==> src/hw/smr_defines.vh <==
`ifndef SMR_DEFINES_VH
`define SMR_DEFINES_VH

// ----------------------------------------------------------------
// Register addresses
// ----------------------------------------------------------------
`define SMR_ADDR_STATUS     8'h14
`define SMR_ADDR_TICK       8'h15
`define SMR_ADDR_OFFX       8'h16
`define SMR_ADDR_OFFY       8'h17
`define SMR_ADDR_RSVD_A     8'h1c
`define SMR_ADDR_RSVD_B     8'h1d
`define SMR_ADDR_CTRL       8'h0f
`define SMR_ADDR_CFG        8'h0e
`define SMR_ADDR_CRC        8'h1e
`define SMR_ADDR_ARM0       8'h10
`define SMR_ADDR_ARM3       8'h13

// ----------------------------------------------------------------
// Status bit positions
// ----------------------------------------------------------------
`define SMR_ST_RESET        0
`define SMR_ST_OFFX         1
`define SMR_ST_OFFY         2
`define SMR_ST_MISO         3
`define SMR_ST_INIT         4
`define SMR_ST_IDE          6

// ----------------------------------------------------------------
// Control fields
// ----------------------------------------------------------------
`define SMR_CFG_END_OF_INIT_LOCK     7
`define SMR_CTL_RES_HI      1
`define SMR_CTL_RES_LO      0
`define SMR_RESSEQ_1        2'b00
`define SMR_RESSEQ_2        2'b01
`define SMR_RESSEQ_3        2'b10

// ----------------------------------------------------------------
// CRC and timing
// ----------------------------------------------------------------
`define SMR_CRC_SEED        3'h7
`define SMR_CRC_POLY        3'h3
`define SMR_PRESCALE        1024
`define SMR_TICK_US         128
`define SMR_CLK_MHZ         200
`define SMR_INIT_CYCLES     16
`define SMR_SYNC_RESET      8'h00

`endif

==> src/hw/smr_regs.v <==
`timescale 1ns/100ps
`include "smr_defines.vh"

// Operation
// - Status read-only, read clears transient flags
// - Status bits 7 and 5 unused
// - Data error flag on CRC/internal fault
// - CRC faults re-assert the error flag
// - Init flag set until init done
// - Serial output mismatch sets flag
// - Axis offset limit sets axis flags
// - Reset flag set after any reset
// - Tick counter 8-bit, per 1024 cycles
// - Tick nominally every 128 us; 1024 cycles of the 200 MHz clock give 5.12 us
// - Offset correction registers read-only
// - Factory shadow CRC check sets error
// - Writable CRC checked only after lock
// - Supply monitor holds device in reset
// - Regulator failure sets reset flag
// - Ground loss acts as device reset
// - Three-write sequence triggers reset
// - Lock blocks configuration writes
module smr_regs #(
    parameter INIT_CYCLES = `SMR_INIT_CYCLES
) (
    input  wire         clk,
    input  wire         reset_n,
    input  wire         supply_ok,
    input  wire         ground_ok,
    input  wire         vreg_fail,
    input  wire         wr_en,
    input  wire         rd_en,
    input  wire [7:0]   addr,
    input  wire [7:0]   wdata,
    output reg  [7:0]   rdata_q,
    input  wire         miso_mismatch,
    input  wire         offset_limit_x,
    input  wire         offset_limit_y,
    input  wire         offcorr_valid,
    input  wire [7:0]   x_offset_correction_in,
    input  wire [7:0]   y_offset_correction_in,
    input  wire [23:0]  shadow_data,
    input  wire [2:0]   shadow_crc,
    input  wire         internal_fault,
    output reg          device_reset_q,
    output reg          end_of_init_lock_q
);
    // ------------------------------------------------------------
    // Synchronisers for pin-side monitors
    // ------------------------------------------------------------
    reg  [1:0]  sup_s_q;
    reg  [1:0]  gnd_s_q;
    reg  [1:0]  vrf_s_q;
    reg  [1:0]  miso_s_q;
    reg  [1:0]  ofx_s_q;
    reg  [1:0]  ofy_s_q;

    always @(posedge clk or negedge reset_n)
    begin
        if (!reset_n)
        begin
            sup_s_q  <= 2'b00;
            gnd_s_q  <= 2'b00;
            vrf_s_q  <= 2'b00;
            miso_s_q <= 2'b00;
            ofx_s_q  <= 2'b00;
            ofy_s_q  <= 2'b00;
        end
        else
        begin
            sup_s_q  <= {sup_s_q[0], supply_ok};
            gnd_s_q  <= {gnd_s_q[0], ground_ok};
            vrf_s_q  <= {vrf_s_q[0], vreg_fail};
            miso_s_q <= {miso_s_q[0], miso_mismatch};
            ofx_s_q  <= {ofx_s_q[0], offset_limit_x};
            ofy_s_q  <= {ofy_s_q[0], offset_limit_y};
        end
    end

    // ------------------------------------------------------------
    // Internal reset sources
    // ------------------------------------------------------------
    reg         spi_reset_q;
    wire        int_reset;
    assign int_reset = !sup_s_q[1] || !gnd_s_q[1] || spi_reset_q;

    always @(posedge clk or negedge reset_n)
    begin
        if (!reset_n)
            device_reset_q <= 1'b1;
        else
            device_reset_q <= int_reset;
    end

    // ------------------------------------------------------------
    // Initialization sequencer
    // ------------------------------------------------------------
    localparam ST_RESET = 2'b00;
    localparam ST_INIT  = 2'b01;
    localparam ST_RUN   = 2'b10;
    reg  [1:0]  state_q;
    reg  [7:0]  init_cnt_q;
    wire        init_busy;
    assign init_busy = (state_q != ST_RUN);

    always @(posedge clk or negedge reset_n)
    begin
        if (!reset_n)
        begin
            state_q    <= ST_RESET;
            init_cnt_q <= 8'h00;
        end
        else if (device_reset_q)
        begin
            state_q    <= ST_RESET;
            init_cnt_q <= 8'h00;
        end
        else
        begin
            case (state_q)
                ST_RESET:
                    state_q <= ST_INIT;
                ST_INIT:
                begin
                    init_cnt_q <= init_cnt_q + 8'h01;
                    if (init_cnt_q == INIT_CYCLES[7:0] - 8'h01)
                        state_q <= ST_RUN;
                end
                ST_RUN:
                    state_q <= ST_RUN;
                default:
                    state_q <= ST_RESET;
            endcase
        end
    end

    // ------------------------------------------------------------
    // Writable registers, reset sequence and lock
    // ------------------------------------------------------------
    reg  [7:0]  arm_q [0:3];
    reg  [2:0]  wcrc_q;
    reg  [1:0]  resseq_q;
    reg         rsvd_bad_q;
    wire        wr_ctrl;
    wire        arm_hit;
    integer     i;
    assign wr_ctrl = wr_en && (addr == `SMR_ADDR_CTRL);
    assign arm_hit = (addr >= `SMR_ADDR_ARM0) && (addr <= `SMR_ADDR_ARM3);

    always @(posedge clk or negedge reset_n)
    begin
        if (!reset_n)
        begin
            for (i = 0; i < 4; i = i + 1)
                arm_q[i] <= 8'h00;
            wcrc_q             <= `SMR_CRC_SEED;
            end_of_init_lock_q <= 1'b0;
            resseq_q           <= `SMR_RESSEQ_1;
            spi_reset_q        <= 1'b0;
            rsvd_bad_q         <= 1'b0;
        end
        else if (device_reset_q)
        begin
            for (i = 0; i < 4; i = i + 1)
                arm_q[i] <= 8'h00;
            wcrc_q             <= `SMR_CRC_SEED;
            end_of_init_lock_q <= 1'b0;
            resseq_q           <= `SMR_RESSEQ_1;
            spi_reset_q        <= 1'b0;
        end
        else
        begin
            if (wr_en && !end_of_init_lock_q)
            begin
                if (arm_hit)
                    arm_q[addr[1:0]] <= wdata;
                if (addr == `SMR_ADDR_CRC)
                    wcrc_q <= wdata[2:0];
                if (addr == `SMR_ADDR_CFG)
                    end_of_init_lock_q <= wdata[`SMR_CFG_END_OF_INIT_LOCK];
            end
            if (wr_en && ((addr == `SMR_ADDR_RSVD_A) || (addr == `SMR_ADDR_RSVD_B)))
                rsvd_bad_q <= rsvd_bad_q | (wdata != 8'h00);
            if (wr_ctrl)
            begin
                case (resseq_q)
                    `SMR_RESSEQ_1:
                        resseq_q <= ({wdata[`SMR_CTL_RES_HI], wdata[`SMR_CTL_RES_LO]} == 2'b00)
                                    ? `SMR_RESSEQ_2 : `SMR_RESSEQ_1;
                    `SMR_RESSEQ_2:
                        resseq_q <= ({wdata[`SMR_CTL_RES_HI], wdata[`SMR_CTL_RES_LO]} == 2'b11)
                                    ? `SMR_RESSEQ_3 : `SMR_RESSEQ_1;
                    `SMR_RESSEQ_3:
                    begin
                        resseq_q <= `SMR_RESSEQ_1;
                        if ({wdata[`SMR_CTL_RES_HI], wdata[`SMR_CTL_RES_LO]} == 2'b10)
                            spi_reset_q <= 1'b1;
                    end
                    default:
                        resseq_q <= `SMR_RESSEQ_1;
                endcase
            end
        end
    end

    // ------------------------------------------------------------
    // CRC checkers and tick counter
    // ------------------------------------------------------------
    wire        shadow_fault;
    wire        wr_fault;
    wire        pre_tick;
    reg  [7:0]  tick_cnt_q;
    reg         wr_fault_seen_q;
    reg         shadow_fault_seen_q;

    smr_crc3 #(.NBYTES(3)) u_shadow_crc (
        .clk      (clk),
        .reset_n  (reset_n),
        .enable   (!device_reset_q),
        .data     (shadow_data),
        .expected (shadow_crc),
        .fault_q  (shadow_fault)
    );

    smr_crc3 #(.NBYTES(4)) u_wr_crc (
        .clk      (clk),
        .reset_n  (reset_n),
        .enable   (end_of_init_lock_q),
        .data     ({arm_q[0], arm_q[1], arm_q[2], arm_q[3]}),
        .expected (wcrc_q),
        .fault_q  (wr_fault)
    );

    smr_prescaler #(.DIV(`SMR_PRESCALE), .WIDTH(10)) u_prescaler (
        .clk     (clk),
        .reset_n (reset_n),
        .tick_q  (pre_tick)
    );

    always @(posedge clk or negedge reset_n)
    begin
        if (!reset_n)
        begin
            tick_cnt_q          <= 8'h00;
            wr_fault_seen_q     <= 1'b0;
            shadow_fault_seen_q <= 1'b0;
        end
        else
        begin
            if (pre_tick)
                tick_cnt_q <= tick_cnt_q + 8'h01;
            if (device_reset_q)
                wr_fault_seen_q <= 1'b0;
            else if (wr_fault)
                wr_fault_seen_q <= 1'b1;
            if (shadow_fault)
                shadow_fault_seen_q <= 1'b1;
        end
    end

    // ------------------------------------------------------------
    // Status flags and offset correction capture
    // ------------------------------------------------------------
    reg  [7:0]  status_q;
    reg  [7:0]  offx_q;
    reg  [7:0]  offy_q;
    wire        st_rd;
    wire        ide_set;
    assign st_rd   = rd_en && (addr == `SMR_ADDR_STATUS);
    assign ide_set = wr_fault_seen_q || shadow_fault_seen_q || internal_fault;

    always @(posedge clk or negedge reset_n)
    begin
        if (!reset_n)
        begin
            status_q <= 8'h00;
            offx_q   <= 8'h00;
            offy_q   <= 8'h00;
        end
        else
        begin
            if (st_rd || device_reset_q)
                status_q <= 8'h00;
            status_q[`SMR_ST_INIT] <= init_busy;
            if (ide_set)
                status_q[`SMR_ST_IDE] <= 1'b1;
            if (miso_s_q[1])
                status_q[`SMR_ST_MISO] <= 1'b1;
            if (ofx_s_q[1])
                status_q[`SMR_ST_OFFX] <= 1'b1;
            if (ofy_s_q[1])
                status_q[`SMR_ST_OFFY] <= 1'b1;
            if ((state_q == ST_INIT) || vrf_s_q[1])
                status_q[`SMR_ST_RESET] <= 1'b1;
            if (offcorr_valid)
            begin
                offx_q <= x_offset_correction_in;
                offy_q <= y_offset_correction_in;
            end
        end
    end

    // ------------------------------------------------------------
    // Read data
    // ------------------------------------------------------------
    always @(posedge clk or negedge reset_n)
    begin
        if (!reset_n)
            rdata_q <= 8'h00;
        else if (rd_en)
        begin
            case (addr)
                `SMR_ADDR_STATUS: rdata_q <= {1'b0, status_q[6], 1'b0, status_q[4:0]};
                `SMR_ADDR_TICK:   rdata_q <= tick_cnt_q;
                `SMR_ADDR_OFFX:   rdata_q <= offx_q;
                `SMR_ADDR_OFFY:   rdata_q <= offy_q;
                `SMR_ADDR_CFG:    rdata_q <= {end_of_init_lock_q, 6'h00, rsvd_bad_q};
                `SMR_ADDR_CRC:    rdata_q <= {5'h00, wcrc_q};
                default:          rdata_q <= arm_hit ? arm_q[addr[1:0]] : 8'h00;
            endcase
        end
    end
endmodule // smr_regs

==> src/hw/smr_prescaler.v <==
`timescale 1ns/100ps
`include "smr_defines.vh"

// Divides the oscillator into a one-cycle tick enable
module smr_prescaler #(
    parameter DIV   = `SMR_PRESCALE,
    parameter WIDTH = 10
) (
    input  wire             clk,
    input  wire             reset_n,
    output reg              tick_q
);
    reg  [WIDTH-1:0]        cnt_q;

    always @(posedge clk or negedge reset_n)
    begin
        if (!reset_n)
        begin
            cnt_q  <= {WIDTH{1'b0}};
            tick_q <= 1'b0;
        end
        else
        begin
            if (cnt_q == DIV[WIDTH-1:0] - {{(WIDTH-1){1'b0}}, 1'b1})
            begin
                cnt_q  <= {WIDTH{1'b0}};
                tick_q <= 1'b1;
            end
            else
            begin
                cnt_q  <= cnt_q + {{(WIDTH-1){1'b0}}, 1'b1};
                tick_q <= 1'b0;
            end
        end
    end
endmodule // smr_prescaler

==> src/hw/smr_crc3.v <==
`timescale 1ns/100ps
`include "smr_defines.vh"

// Serial 3-bit CRC, x^3+x+1, seed 111, MSB first over N bytes
module smr_crc3 #(
    parameter NBYTES = 4
) (
    input  wire                 clk,
    input  wire                 reset_n,
    input  wire                 enable,
    input  wire [NBYTES*8-1:0]  data,
    input  wire [2:0]           expected,
    output reg                  fault_q
);
    localparam CW = 8;
    reg  [2:0]      crc_q;
    reg  [CW-1:0]   idx_q;
    wire            fb;
    wire [2:0]      crc_nx;
    wire            last;

    assign fb     = crc_q[2] ^ data[NBYTES*8-1-idx_q];
    assign crc_nx = {crc_q[1:0], 1'b0} ^ (fb ? `SMR_CRC_POLY : 3'h0);
    assign last   = (idx_q == NBYTES*8-1);

    always @(posedge clk or negedge reset_n)
    begin
        if (!reset_n)
        begin
            crc_q   <= `SMR_CRC_SEED;
            idx_q   <= {CW{1'b0}};
            fault_q <= 1'b0;
        end
        else if (!enable)
        begin
            crc_q   <= `SMR_CRC_SEED;
            idx_q   <= {CW{1'b0}};
            fault_q <= 1'b0;
        end
        else if (last)
        begin
            crc_q   <= `SMR_CRC_SEED;
            idx_q   <= {CW{1'b0}};
            fault_q <= (crc_nx != expected);
        end
        else
        begin
            crc_q   <= crc_nx;
            idx_q   <= idx_q + {{(CW-1){1'b0}}, 1'b1};
            fault_q <= 1'b0;
        end
    end
endmodule // smr_crc3

==> config.mk <==
export PLATFORM = sky130hd
export DESIGN_NAME = smr_regs
export DESIGN_NICKNAME = d
export VERILOG_FILES = /design/src/hw/smr_regs.v /design/src/hw/smr_prescaler.v /design/src/hw/smr_crc3.v
export VERILOG_INCLUDE_DIRS = /design/src /design/src/hw
export SDC_FILE = /design/constraint.sdc
export NUM_CORES = 1
export LEC_CHECK = 0
export BUFFER_PORTS_ARGS = -buffer_cell sky130_fd_sc_hd__buf_4
export CORE_MARGIN = 10
export CORE_UTILIZATION = 27
export DETAILED_ROUTE_END_ITERATION = 16
export GPL_TIMING_DRIVEN = 0
export PLACE_DENSITY = 0.47
export SLEW_MARGIN = 20
export SYNTH_ARGS = -nofsm -noshare
export SYNTH_HDL_FRONTEND = slang
export SYNTH_SLANG_ARGS = --single-unit
==> constraint.sdc <==
create_clock -name clk -period 4.2 [get_ports clk]
set_input_delay 0.21 -clock clk [delete_from_list [all_inputs] [get_ports clk]]
set_output_delay 0.21 -clock clk [all_outputs]
set_load 0.005 [all_outputs]
=== Word-level counts from Yosys, hierarchy flattened ===
Cells that the tools add are included.

* Output and inout port bits: 10
* Bits in registers: 138
* Bits of input ports: 71
* Logic and storage cells: 179

* Muxes and demuxes: 59
* Bitwise operators: 7
* Reduce and logical (&&, ||, !) cells: 39
* Order comparisons: 6
* $add $sub $neg: 7
* Equal/unequal tests: 23

{| class="wikitable"
|+ Operators with widths
! operator !! count
|-
| $mux 32 || 3
|-
| $mux 8 || 10
|-
| $eq 8x5->1 const B || 9
|-
| $lt 32x6->1 const B || 2
|-
| $pmux 8 s6 || 1
|-
| $add 8x1->8 const B || 4
|-
| $bwmux 32 || 1
|-
| $reduce_bool 2->1 || 14
|-
| $eq 8x4->1 const B || 3
|-
| $mux 1 || 22
|-
| $mux 3 || 7
|-
| $sub 5x8->9 const A || 2
|-
| $bmux 8 s2 || 1
|-
| $demux 8 s2 || 1
|-
| $mux 2 || 7
|-
| $add 10x1->10 const B || 1
|-
| $bmux 1 s5 || 2
|-
| $eq 10x10->1 const B || 1
|-
| $mux 10 || 1
|-
| $eq 2x2->1 const B || 4
|-
| $ge 8x5->1 const B || 1
|-
| $le 8x5->1 const B || 1
|-
| $reduce_and 2->1 || 4
|-
| $reduce_bool 8->1 || 1
|-
| 19 further kinds || 38
|}

=== Longest topological paths before layout ===
Gate-level depths: netlist of run 1.

* Depth in word-level cells: 9
* Mapped depth: 8
* Mapped depth without buffers: 8

=== Hierarchy ===
A second synthesis of run 1 with hierarchy kept.

* Cell total of the unflattened synthesis: 584
* Area total of the unflattened synthesis: 6986.7 um^2

{| class="wikitable"
|+ By module, submodules not included
! module !! seq. area each (um^2) !! cells an instance !! times used !! area each (um^2)
|-
| smr_regs || 2582.5 || 389 || 1 || 4772.1
|-
| smr_crc3 at u_wr_crc || 304.0 || 70 || 1 || 882.1
|-
| smr_crc3 at u_shadow_crc || 304.0 || 82 || 1 || 834.6
|-
| smr_prescaler || 275.3 || 43 || 1 || 498.0
|}

=== Least setup slack after synthesis of run 1 ===
OpenSTA, ideal clock, no wires.

* Path kind: register -> register
* From: register u_wr_crc.idx_q[0]
* To: register u_wr_crc.fault_q
* Arrival: 2.287 ns
* Period minus slack after synthesis: 2.408 ns
* Stages on the path, launching flop included: 8
* Path buffers: 1
* Setup slack: 1.792 ns
* Data required time: 4.078 ns
* Library setup time: 0.122 ns
* Cell sequence: dfrtp_1 buf_6 mux4_2 mux4_2 mux2i_2 xor2_2 nor4b_1 a2111oi_1

* Word-level cells in the longest chain between the ends: 9
* Elaborated cells between the ends (all ways): 10
* Those cells by class: add/sub: 1; eq/ne: 2; mux: 5; bitwise: 2

{| class="wikitable"
|+ RTL lines
! item !! RTL line !! source
|-
| from (decl) || smr_crc3.v:17 || <nowiki>reg [CW-1:0] idx_q;</nowiki>
|-
| from (signal assigned) || smr_crc3.v:31 || <nowiki>idx_q <= {CW{1'b0}};</nowiki>
|-
| from (signal assigned) || smr_crc3.v:37 || <nowiki>idx_q <= {CW{1'b0}};</nowiki>
|-
| from (signal assigned) || smr_crc3.v:43 || <nowiki>idx_q <= {CW{1'b0}};</nowiki>
|-
| $sub 5x8->9 || smr_crc3.v:22 || <nowiki>assign fb = crc_q[2] ^ data[NBYTES*8-1-idx_q];</nowiki>
|-
| $bmux 1 s5 || smr_crc3.v:22 ||
|-
| $mux 1 (implied by the code) || smr_crc3.v:22 ||
|-
| $xor 1x1->1 || smr_crc3.v:22 ||
|-
| $mux 2 || smr_crc3.v:23 || <nowiki>assign crc_nx = {crc_q[1:0], 1'b0} ^ (fb ? `SMR_CRC_POLY : 3'h0);</nowiki>
|-
| $xor 3x3->3 || smr_crc3.v:23 ||
|-
| $ne 3x3->1 || smr_crc3.v:44 || <nowiki>fault_q <= (crc_nx != expected);</nowiki>
|-
| $mux 1 (*) || smr_crc3.v:40 || <nowiki>else if (last)</nowiki>
|-
| $mux 1 (*) || smr_crc3.v:34 || <nowiki>else if (!enable)</nowiki>
|-
| to (signal assigned) || smr_crc3.v:44 ||
|-
| to (decl) || smr_crc3.v:13 || <nowiki>output reg fault_q</nowiki>
|}

Mark *: on every way between the ends. The rest lies on a longest branch, timed or not. The select of a mux whose other input is x is not followed.
A chain may end at the register's enable or synchronous reset.

=== Final worst setup path of run 1 ===
* From: register u_wr_crc.idx_q[1]
* To: register u_wr_crc.fault_q

Same word-level chain as after synthesis.

==> results.yml, run 1 <==
critical_path:
  worstPathCellList: "clkbuf_1 > mux4_2 > mux4_2 > mux2i_2 > xor2_2 > nor4b_1 > a2111oi_1"
  r2r_slack_ps: 890
  arrival_ps: 3540
  crit_end: "u_wr_crc.fault_q"
  worstPathMaxFanout: 9
  worst-setup-path-type: "flip-flop to flip-flop"
  timing.critical_path.mode_cell: "mux4_2"
  r2r_cells: 7
  cpPeakStageDelay_ps: 790
  crit_slowest_cell: "a2111oi_1"
  worstReg2RegStart: "u_wr_crc.idx_q[1]"
  r2r_end: "u_wr_crc.fault_q"
  startpoint: "u_wr_crc.idx_q[1]"
  worstSetupStartpointType: "flip-flop"
  cp_data_required_time_ps: 4430
  cp-end-kind: "flip-flop"
sta:
  worst_pin_slew_ps: 930
  hold_viol: 0
  worst_slack_ps: 888
  maxSlewHeadroom_pct: 37.9
  finalCriticalPeriod_ps: 3310
  drv_slew: 0
  setup_violations: 0
  fmax_mhz: 302
  rsz0062_at_grt: "false"
  period_share_pct: 78.9
  worst_clock_skew_ps: 11.1
  timing.setup.tns_ps: 0
route:
  wl_per_cell_microns: 17.2
  viasPerCell: 4.76
  drc_errors: 0
  routed_wl_microns: 17500
  via_count: 4835
  drt_first_pass_iters: 5
  ant_nets: 0
  drtIter0Drc: 414
min_path:
  hp-class: "input pin to flip-flop"
yosys:
  synth-async-reset-ratio_pct: 100
  synth_edf_count: 0
  synth_flop_cell: "dfrtp_1"
  synth_fp_nets: 657
  synth_cell_types: 51
  netlist_instances: 576
  ys_seq_elements: 138
  synth_area_leaders: "dfrtp_1 (49%), mux4_2 (8.9%), dfstp_2 (4.0%), mux2i_1 (3.5%), nor2_1 (3.4%)"
  syn_area_sq_mm: 0.00659
  synth_area_per_cell_sq_um: 11.4
  yosys.area.top_type: "dfrtp_1"
  yosysWarnings: 0
  synth_top_cell_area_share_pct: 48.6
  seq_area_frac_synth_pct: 52.6
clocking:
  cts_root_buffer: "clkbuf_16"
  clk_latency_ps: 420
  cts_tree: "yes"
  cts_buffers: 17
  clockBufferDepth: 2
  h-tree-depth: 4
  numClockSinks: 138
  path_clk_slew_ps: 60
global_route:
  grt_pass1_vias: 5145
  antenna_found_initial: 0
  met2_usage_pct: 18.4
  grtUsageMet1_pct: 14.8
  overflow: 0
  grtUsageTotal_pct: 11.5
  gr-usage-met3_pct: 3.23
  grt_pass1_wl_microns: 28400
  grt_max_degree: 75
  busiest_layer: "met2"
pwr:
  p_per_area_mw_per_mm2: 392
  switching_share_pct: 21.8
  internal_power_uw: 2550
  power_frac_seq_pct: 42.6
  p_leak_uw: 0.00346
  p_switching_uw: 712
  p_clk_share_pct: 50.2
  total_power_uw: 3260
  max-vdd-ir-drop_mv: 0.244
  p_comb_share_pct: 7.2
finish:
  fillers: 2413
  area_growth_syn_to_layout_pct: 26.3
  final_common_cell: "dfrtp_1"
  final_layout_size_suffix_gt1_share_pct: 24.7
  layout_common_cells: "dfrtp_1 (128), buf_4 (75), nor2_1 (59)"
  fin_nets: 761
  antenna_cells: 0
floorplan:
  start_util_pct: 27.3
  ios: 81
  die_area_sq_mm: 0.0311
  rows: 57
  core-area_sq_mm: 0.0242
  die_w_microns: 176
  die_y_microns: 176
placement:
  place_hpwl_microns: 13100
  preCtsSetupSlack_ps: 822
  io_buffers: 76
  place.gp.congestion: 0.858
outcome:
  status: "finished, final reports clean"
flow_run:
  max_cap_viol_count: 0
-- worst min path at each step --
stage                     depth (start not counted)                      start  slack, ps                 to
final                                             2  x_offset_correction_in[7]         20          offx_q[7]
after floorplan                                   0                    reset_n        -90           arm_q[0]
after detailed placement                          1                    reset_n        230  u_wr_crc.idx_q[6]
after CTS                                         2  x_offset_correction_in[7]          2          offx_q[7]
after global placement                            1             offset_limit_x        320         ofx_s_q[0]
after global routing                              2  x_offset_correction_in[3]          8          offx_q[3]
-- kinds of logic after synthesis --
family / count (synthesis) / share of synthesized area, %
buf+inv: 39 / 2.35
xor+xnor: 37 / 5.24
compound gates: 68 / 6.41
flops: 138 / 52.6
simple gates: 215 / 15.7
fa+ha+maj: 10 / 1.90
mux: 69 / 15.8
-- cell type report --
class,instances,area [sq um],share of cell area (%)
flip-flops and latches,138,3470,41.6
multi-input cells,399,2970,35.7
repair buffers,85,686,8.24
clock buffers,20,447,5.37
well taps,324,405,4.87
clock inverters,11,194,2.33
plain buffers,30,121,1.46
inverters,9,33.8,0.406
-- timing repair --
action,4_1_cts,5_1_grt
gates resized for setup,0,0
hold endpoints to repair,70,0
setup buffers,0,0
setup endpoints to repair,0,0
hold buffers,8,0
-- state kept, by name, summed over array words and instances, names as in the netlist, 3 cells and up --
name / cells
wcrc_q: 3
u_shadow_crc.idx_q: 8
u_prescaler.cnt_q: 10
arm_q: 32
offx_q: 8
u_wr_crc.idx_q: 8
status_q: 6
u_wr_crc.crc_q: 3
rdata_q: 8
u_shadow_crc.crc_q: 3
offy_q: 8
init_cnt_q: 8
tick_cnt_q: 8
-- through the flow --
step / util (%) / hold WS [ps] / cell area (sq um) / instances
2_1_floorplan: - / -85.6 / 6590 / 576
3_3_place_gp: 31.3 / 321 / 7570 / 976
3_5_place_dp: 31.5 / 229 / 7600 / 977
4_1_cts: 34.4 / 2.32 / 8330 / 1016
5_1_grt: 34.4 / 7.86 / 8330 / 1016
6_report: 34.4 / 18.7 / 8330 / 1016
-- cell usage after synthesis (2+ instances only) --
cell and count:
nand4_1 8, nor3_1 6, clkbuf_1 23, mux2i_1 23, inv_1 9, nor2_1 59
ha_1 10, a31oi_1 5, o21ai_0 6, xnor2_1 18, mux2_2 19, dfstp_2 10
dfrtp_1 128, and3_1 8, or3_1 3, buf_1 5, nor2b_1 5, a21oi_1 33
and2_1 2, nor4b_1 4, or2_2 4, nand2b_1 9, nand2_1 52, mux4_2 26
a22o_1 2, xor2_1 17, nor3b_1 4, a22oi_1 9, a21o_1 3, nand3_1 42
nor4_1 4
-- power by group through the flow --
| stage | clock (uW) | combinational [uW] | sequential, uW |
|---|---|---|---|
| 2_1_floorplan | 0 | 102 | 1410 |
| 3_3_place_gp | 0 | 227 | 1410 |
| 3_5_place_dp | 0 | 234 | 1410 |
| 4_1_cts | 1670 | 241 | 1390 |
| 5_1_grt | 1740 | 261 | 1390 |
| 6_report | 1640 | 235 | 1390 |
-- critical path: cells and delay by family, from the launching register on --
family | cells | cell delay (ps)
AO/OA/AOI/OAI | 1 | 790
buffers and inverters | 1 | 480
multiplexers | 3 | 1150
AND/OR/NAND/NOR | 1 | 100
XOR/XNOR | 1 | 250
flip-flops | 1 | 340
-- metal layers --
layer,vias up,share of wire (%)
met1,2411,45
met5,-,0
met4,0,1.3
li1,2263,-
met3,18,5.6
met2,143,48
Power figures use the tool's default switching activity.
==> run 2: changes to the inputs <==
--- a/config.mk
+++ b/config.mk
@@ -6,12 +6,13 @@
 export SDC_FILE = /design/constraint.sdc
 export NUM_CORES = 1
 export LEC_CHECK = 0
+export ABC_AREA = 1
 export BUFFER_PORTS_ARGS = -buffer_cell sky130_fd_sc_hd__buf_4
 export CORE_MARGIN = 10
 export CORE_UTILIZATION = 27
 export DETAILED_ROUTE_END_ITERATION = 16
 export GPL_TIMING_DRIVEN = 0
-export PLACE_DENSITY = 0.47
+export PLACE_DENSITY = 0.49
 export SLEW_MARGIN = 20
 export SYNTH_ARGS = -nofsm -noshare
 export SYNTH_HDL_FRONTEND = slang
==> constraint.sdc (replaced) <==
create_clock -name clk -period 2.8 [get_ports clk]
set_input_delay 0.14 -clock clk [delete_from_list [all_inputs] [get_ports clk]]
set_output_delay 0.14 -clock clk [all_outputs]
set_load 0.005 [all_outputs]
==> run 2 against run 1 <==
Setup slack worse by 110 ps. Clock-buffer cell count down 1. Combinational power increased by 65%. Highest routed layer unchanged. Wire length rose by 12%. First-iteration DRC count rose by 25%.
==> results.yml, run 2 <==
route:
  viasPerCell: 4.56
  ant_nets: 0
  drtIter0Drc: 519
  drt_first_pass_iters: 5
  via_count: 5879
  drc_errors: 0
  routed_wl_microns: 19500
  wl_per_cell_microns: 15.1
yosys:
  synth_edf_count: 0
  seq_area_frac_synth_pct: 50.8
  synth_commonest_cells: "nand2_1 (165), dfrtp_1 (128), inv_1 (122)"
  ys_seq_elements: 138
  synth_area_per_cell_sq_um: 8.28
  synth_flop_cell: "dfrtp_1"
  netlist_instances: 823
  syn_area_sq_mm: 0.00682
  yosysWarnings: 0
  synth-async-reset-ratio_pct: 100
  yosysMostFrequentCell: "nand2_1"
  synth_cell_types: 42
  synth_top_cell_area_share_pct: 47.0
  yosys.area.top_type: "dfrtp_1"
  synth_fp_nets: 904
  synth_area_leaders: "dfrtp_1 (47%), nand2_1 (9.1%), inv_1 (6.7%), nand3_1 (5.4%), o21ai_0 (4.0%)"
clocking:
  cts_resized: 0
  clk_latency_ps: 430
  cts_root_buffer: "clkbuf_16"
  numClockSinks: 138
  cts_setup_buffers: 0
  cts_tree: "yes"
  h-tree-depth: 4
  cts_buffers: 17
  path_clk_slew_ps: 60
  clockBufferDepth: 2
  holdBufCountCts: 24
pwr:
  p_per_area_mw_per_mm2: 563
  total_power_uw: 4910
  p_leak_uw: 0.00407
  max-vdd-ir-drop_mv: 0.310
global_route:
  grt_pass1_wl_microns: 31000
  overflow: 0
  antenna_found_initial: 0
  grt_pass1_vias: 5693
  grt_max_degree: 78
  grtUsageTotal_pct: 12.5
sta:
  worst_clock_skew_ps: 7.74
  maxSlewHeadroom_pct: 59.2
  drv_slew: 0
  fmax_mhz: 495
  finalCriticalPeriod_ps: 2020
  hold_viol: 0
  rsz0062_at_grt: "false"
  worst_pin_slew_ps: 607
  period_share_pct: 72.1
  timing.setup.tns_ps: 0
  setup_violations: 0
min_path:
  holdPathEnd: "wcrc_q[2]"
  hp-class: "input pin to flip-flop"
  min_path_cells: 3
  hp-start: "wdata[2]"
critical_path:
  worstSetupStartpointType: "flip-flop"
  r2r_cells: 15
  arrival_ps: 2330
  path_buf_inv: 3
  r2r_end: "u_wr_crc.fault_q"
  worstPathCellList: "buf_4 > inv_2 > nand2_1 > nand3_1 > nand3_1 > nand3_1 > nand3_1 > nand2_1 > nand2_1 > nand2_1 > nand2_1 > nand3_1 > nand3_1 > nand2_1 > inv_1"
  cpPeakStageDelay_ps: 380
  worstPathMaxFanout: 9
  r2r_slack_ps: 780
  worst-setup-path-type: "flip-flop to flip-flop"
  crit_family: "simple AND/OR/NAND/NOR gates"
  crit_slowest_cell: "dfrtp_1"
  cp_data_required_time_ps: 3110
  cp-end-kind: "flip-flop"
  worstReg2RegStart: "u_wr_crc.idx_q[0]"
finish:
  area_growth_syn_to_layout_pct: 28.1
  antenna_cells: 0
  largest_register_ffs: 32
  layout_common_cells: "nand2_1 (165), dfrtp_1 (128), inv_1 (122)"
  final_common_cell: "nand2_1"
  fin_area_sq_mm: 0.00873
  final_layout_size_suffix_gt1_share_pct: 17.1
  final_cells: 1288
  fin_nets: 1026
  top_regs: "arm_q x32, u_prescaler.cnt_q x10"
  regMostFlops: "arm_q"
  utilization_pct: 34.9
placement:
  place_hpwl_microns: 14700
  io_buffers: 78
  place.gp.congestion: 0.870
  placed_cell_area_sq_mm: 0.00785
  placed_cells: 1232
outcome:
  status: "finished, final reports clean"
floorplan:
  die_y_microns: 179
  ios: 81
  rows: 58
  die_w_microns: 179
  die_area_sq_mm: 0.0320
  core-area_sq_mm: 0.0250
  start_util_pct: 27.2
flow_run:
  max_cap_viol_count: 0
run 2: worst max path at each step:
stage,start,endpoint,depth (start not counted),slack [ps]
3_5_place_dp,u_wr_crc.idx_q[0],u_wr_crc.fault_q,15,760
5_1_grt,u_wr_crc.idx_q[0],u_wr_crc.fault_q,15,580
3_3_place_gp,u_wr_crc.idx_q[0],u_wr_crc.fault_q,15,780
6_report,u_wr_crc.idx_q[0],u_wr_crc.fault_q,15,780
2_1_floorplan,u_shadow_crc.idx_q[3],u_shadow_crc.fault_q,12,1160
4_1_cts,u_wr_crc.idx_q[0],u_wr_crc.fault_q,15,740
run 2: cells by family (layout without fill, tap and decap cells):
| logic type | count (synthesis) | after routing | share of synthesized area (%) |
|---|---|---|---|
| compound gates | 156 | 156 | 13.0 |
| xor+xnor | 15 | 15 | 1.93 |
| fa+ha+maj | 10 | 10 | 1.84 |
| buf+inv | 151 | 286 | 8.99 |
| flops | 138 | 138 | 50.8 |
| mux | 3 | 3 | 0.496 |
| simple gates | 350 | 350 | 22.9 |
run 2: cell type report:
type                    instances  area [sq um]
inverters                     131           492
flip-flops and latches        138          3470
clock buffers                  19           453
clock inverters                13           188
plain buffers                  20           121
well taps                     330           413
repair buffers                103           861
fillers                      2629         16300
multi-input cells             534          2740
run 2: routing by layer:
metal / vias to the layer above / track usage (%) / share of wire, %
met1: 2765 / 16.7 / 46
met3: 18 / 3.54 / 5.7
met4: 0 / 3.41 / 1.3
met5: - / 0 / 0
li1: 2951 / - / -
met2: 145 / 19.5 / 47
run 2: report_power, final:
| part | total, uW | switching [uW] | internal, uW |
|---|---|---|---|
| logic | 387 | 222 | 164 |
| clock network | 2450 | 903 | 1550 |
| registers | 2080 | 27.1 | 2050 |
run 2: per-stage QoR:
step	setup WS, ps	hold WS [ps]
final	781	42.1
after floorplan	1160	-156
after global routing	581	40.1
after global placement	776	251
after CTS	737	20.5
after detailed placement	757	126
run 2: worst min-delay path, delay by kind of cell:
| kind | cells | cell delay (ps) |
|---|---|---|
| compound gates | 2 | 170 |
| buf+inv | 1 | 110 |
==> run 3: changes to the inputs <==
--- a/config.mk
+++ b/config.mk
@@ -12,7 +12,7 @@
 export CORE_UTILIZATION = 27
 export DETAILED_ROUTE_END_ITERATION = 16
 export GPL_TIMING_DRIVEN = 0
-export PLACE_DENSITY = 0.49
+export PLACE_DENSITY = 0.47
 export SLEW_MARGIN = 20
 export SYNTH_ARGS = -nofsm -noshare
 export SYNTH_HDL_FRONTEND = slang
==> constraint.sdc (replaced) <==
create_clock -name clk -period 2.12 [get_ports clk]
set_input_delay 0.106 -clock clk [delete_from_list [all_inputs] [get_ports clk]]
set_output_delay 0.106 -clock clk [all_outputs]
set_load 0.005 [all_outputs]
==> run 3 against run 2 <==
Die area unchanged. Utilization down 0.14 points. Clock power up 17%. Critical path depth down 7. Final cell count up 0.31%. Sequential power up 32%. Critical path type is now input pin to flip-flop. Largest cell class unchanged.
==> results.yml, run 3 (synthesis results as in run 2) <==
critical_path:
  path_buf_inv: 4
  cp_data_required_time_ps: 2410
  worst-setup-path-type: "input pin to flip-flop"
  crit_family: "buffers and inverters"
  arrival_ps: 2320
  cpPeakStageDelay_ps: 570
  cp-end-kind: "flip-flop"
  worstSetupStartpointType: "input pin"
  worstPathMaxFanout: 10
  crit_slowest_cell: "dlygate4sd3_1"
  worstPathCellList: "dlygate4sd3_1 > buf_4 > nor2_1 > clkbuf_1 > nand2_1 > buf_2 > nand3_1 > o21ai_0"
outcome:
  status: "finished, final reports clean"
sta:
  finalCriticalPeriod_ps: 2020
  worst_clock_skew_ps: 15.3
  setup_violations: 0
  drv_slew: 0
  period_share_pct: 95.5
  timing.setup.tns_ps: 0
  hold_viol: 0
  fmax_mhz: 494
  maxSlewHeadroom_pct: 56.2
  worst_pin_slew_ps: 657
  rsz0062_at_grt: "false"
floorplan:
  die_w_microns: 179
  start_util_pct: 27.2
  ios: 81
  core-area_sq_mm: 0.0250
  die_area_sq_mm: 0.0320
  die_y_microns: 179
  rows: 58
clocking:
  clk_latency_ps: 430
  numClockSinks: 138
  cts_buffers: 17
  clockBufferDepth: 2
  path_clk_slew_ps: 60
  cts_tree: "yes"
  cts_root_buffer: "clkbuf_16"
  h-tree-depth: 4
global_route:
  grt_max_degree: 83
  grtUsageTotal_pct: 13.1
  grt_pass1_wl_microns: 32600
  overflow: 0
  grt_pass1_vias: 6034
  antenna_found_initial: 0
route:
  viasPerCell: 4.57
  drt_first_pass_iters: 5
  routed_wl_microns: 20000
  ant_nets: 0
  via_count: 5909
  drtIter0Drc: 374
  drc_errors: 0
  wl_per_cell_microns: 15.5
pwr:
  p_per_area_mw_per_mm2: 706
  p_leak_uw: 0.00404
  switching_share_pct: 25.3
  total_power_uw: 6140
  p_comb_share_pct: 8.4
  p_clk_share_pct: 46.8
  power_frac_seq_pct: 44.8
  p_switching_uw: 1550
  internal_power_uw: 4580
  max-vdd-ir-drop_mv: 0.473
finish:
  final_layout_size_suffix_gt1_share_pct: 17.2
  final_common_cell: "nand2_1"
  top_regs: "arm_q x32, u_prescaler.cnt_q x10"
  fin_nets: 1030
  fillers: 2651
  antenna_cells: 0
  area_growth_syn_to_layout_pct: 27.6
  regMostFlops: "arm_q"
  layout_common_cells: "nand2_1 (165), dfrtp_1 (128), inv_1 (122)"
  largest_register_ffs: 32
placement:
  io_buffers: 78
  place.gp.congestion: 0.831
  place_hpwl_microns: 14800
min_path:
  hp-class: "input pin to flip-flop"
flow_run:
  max_cap_viol_count: 0
==> run 3: final timing paths <==
kind | start | end | slack [ps] | cells after the start
setup / recovery | addr[1] | arm_q[24] | 100 | 8
hold / removal | wdata[1] | wcrc_q[1] | 30 | 3
setup reg to reg | u_wr_crc.idx_q[0] | u_wr_crc.fault_q | 130 | 15
hold reg to reg | sup_s_q[0] | sup_s_q[1] | 350 | 0
max in group asynchronous | reset_n | wcrc_q[2] | 1140 | 3
min in group asynchronous | reset_n | arm_q[28] | 200 | 2
==> run 3: worst reg2reg max path, cell delays in order (launching register included) <==
cell	delay (ps)
dfrtp_1	390
buf_4	190
inv_4	110
nand2_1	70
nand3_1	90
nand3_1	130
nand3_1	110
nand3_1	120
nand2_1	110
nand2_1	90
nand2_1	90
nand2_1	70
nand3_1	70
nand3_1	70
nand2_1	120
inv_1	60
==> run 3: timing repair <==
action | CTS | global route
endpoints found under the hold margin | 82 | 0
buffers inserted | 0 | 1
setup endpoints to repair | 0 | 2
hold buffers | 27 | 0
resized for setup | 0 | 2
==> run 3: power groups by stage <==
stage	Clock (uW)	Combinational [uW]	Sequential [uW]
global route	3050	591	2750
floorplan	0	214	2780
CTS	2950	529	2750
detailed placement	0	486	2800
global placement	0	476	2790
finish	2870	518	2750
==> run 3: area by class of cell <==
cell class                      count  area [sq um]  share of cell area [%]
Tap cell                          330           413                    4.75
Multi-Input combinational cell    534          2740                    31.5
Clock buffer                       19           443                    5.09
Timing Repair Buffer              107           898                    10.3
Inverter                          131           498                    5.73
Buffer                             20           121                    1.40
Sequential cell                   138          3470                    39.9
Clock inverter                     13           119                    1.37
==> run 3: layer usage <==
| layer | up-vias | track usage [%] | routed length (microns) |
|---|---|---|---|
| li1 | 2959 | - | - |
| met1 | 2810 | 17.3 | 9370 |
| met2 | 127 | 20.2 | 9270 |
| met3 | 13 | 3.52 | 1140 |
| met4 | 0 | 4.17 | 248 |
| met5 | - | 0 | 0 |
==> run 3: per-stage QoR <==
stage / utilization, % / hold slack, ps / setup slack [ps] / instance area [sq um] / std cells
after floorplan: - / -190 / 484 / 6820 / 823
after global placement: 31.2 / 217 / 130 / 7820 / 1231
after detailed placement: 31.4 / 74.6 / 134 / 7850 / 1232
after CTS: 34.7 / 8.37 / 119 / 8680 / 1291
after global routing: 34.7 / 35.0 / 4.89 / 8700 / 1292
final: 34.7 / 25.6 / 95.8 / 8700 / 1292
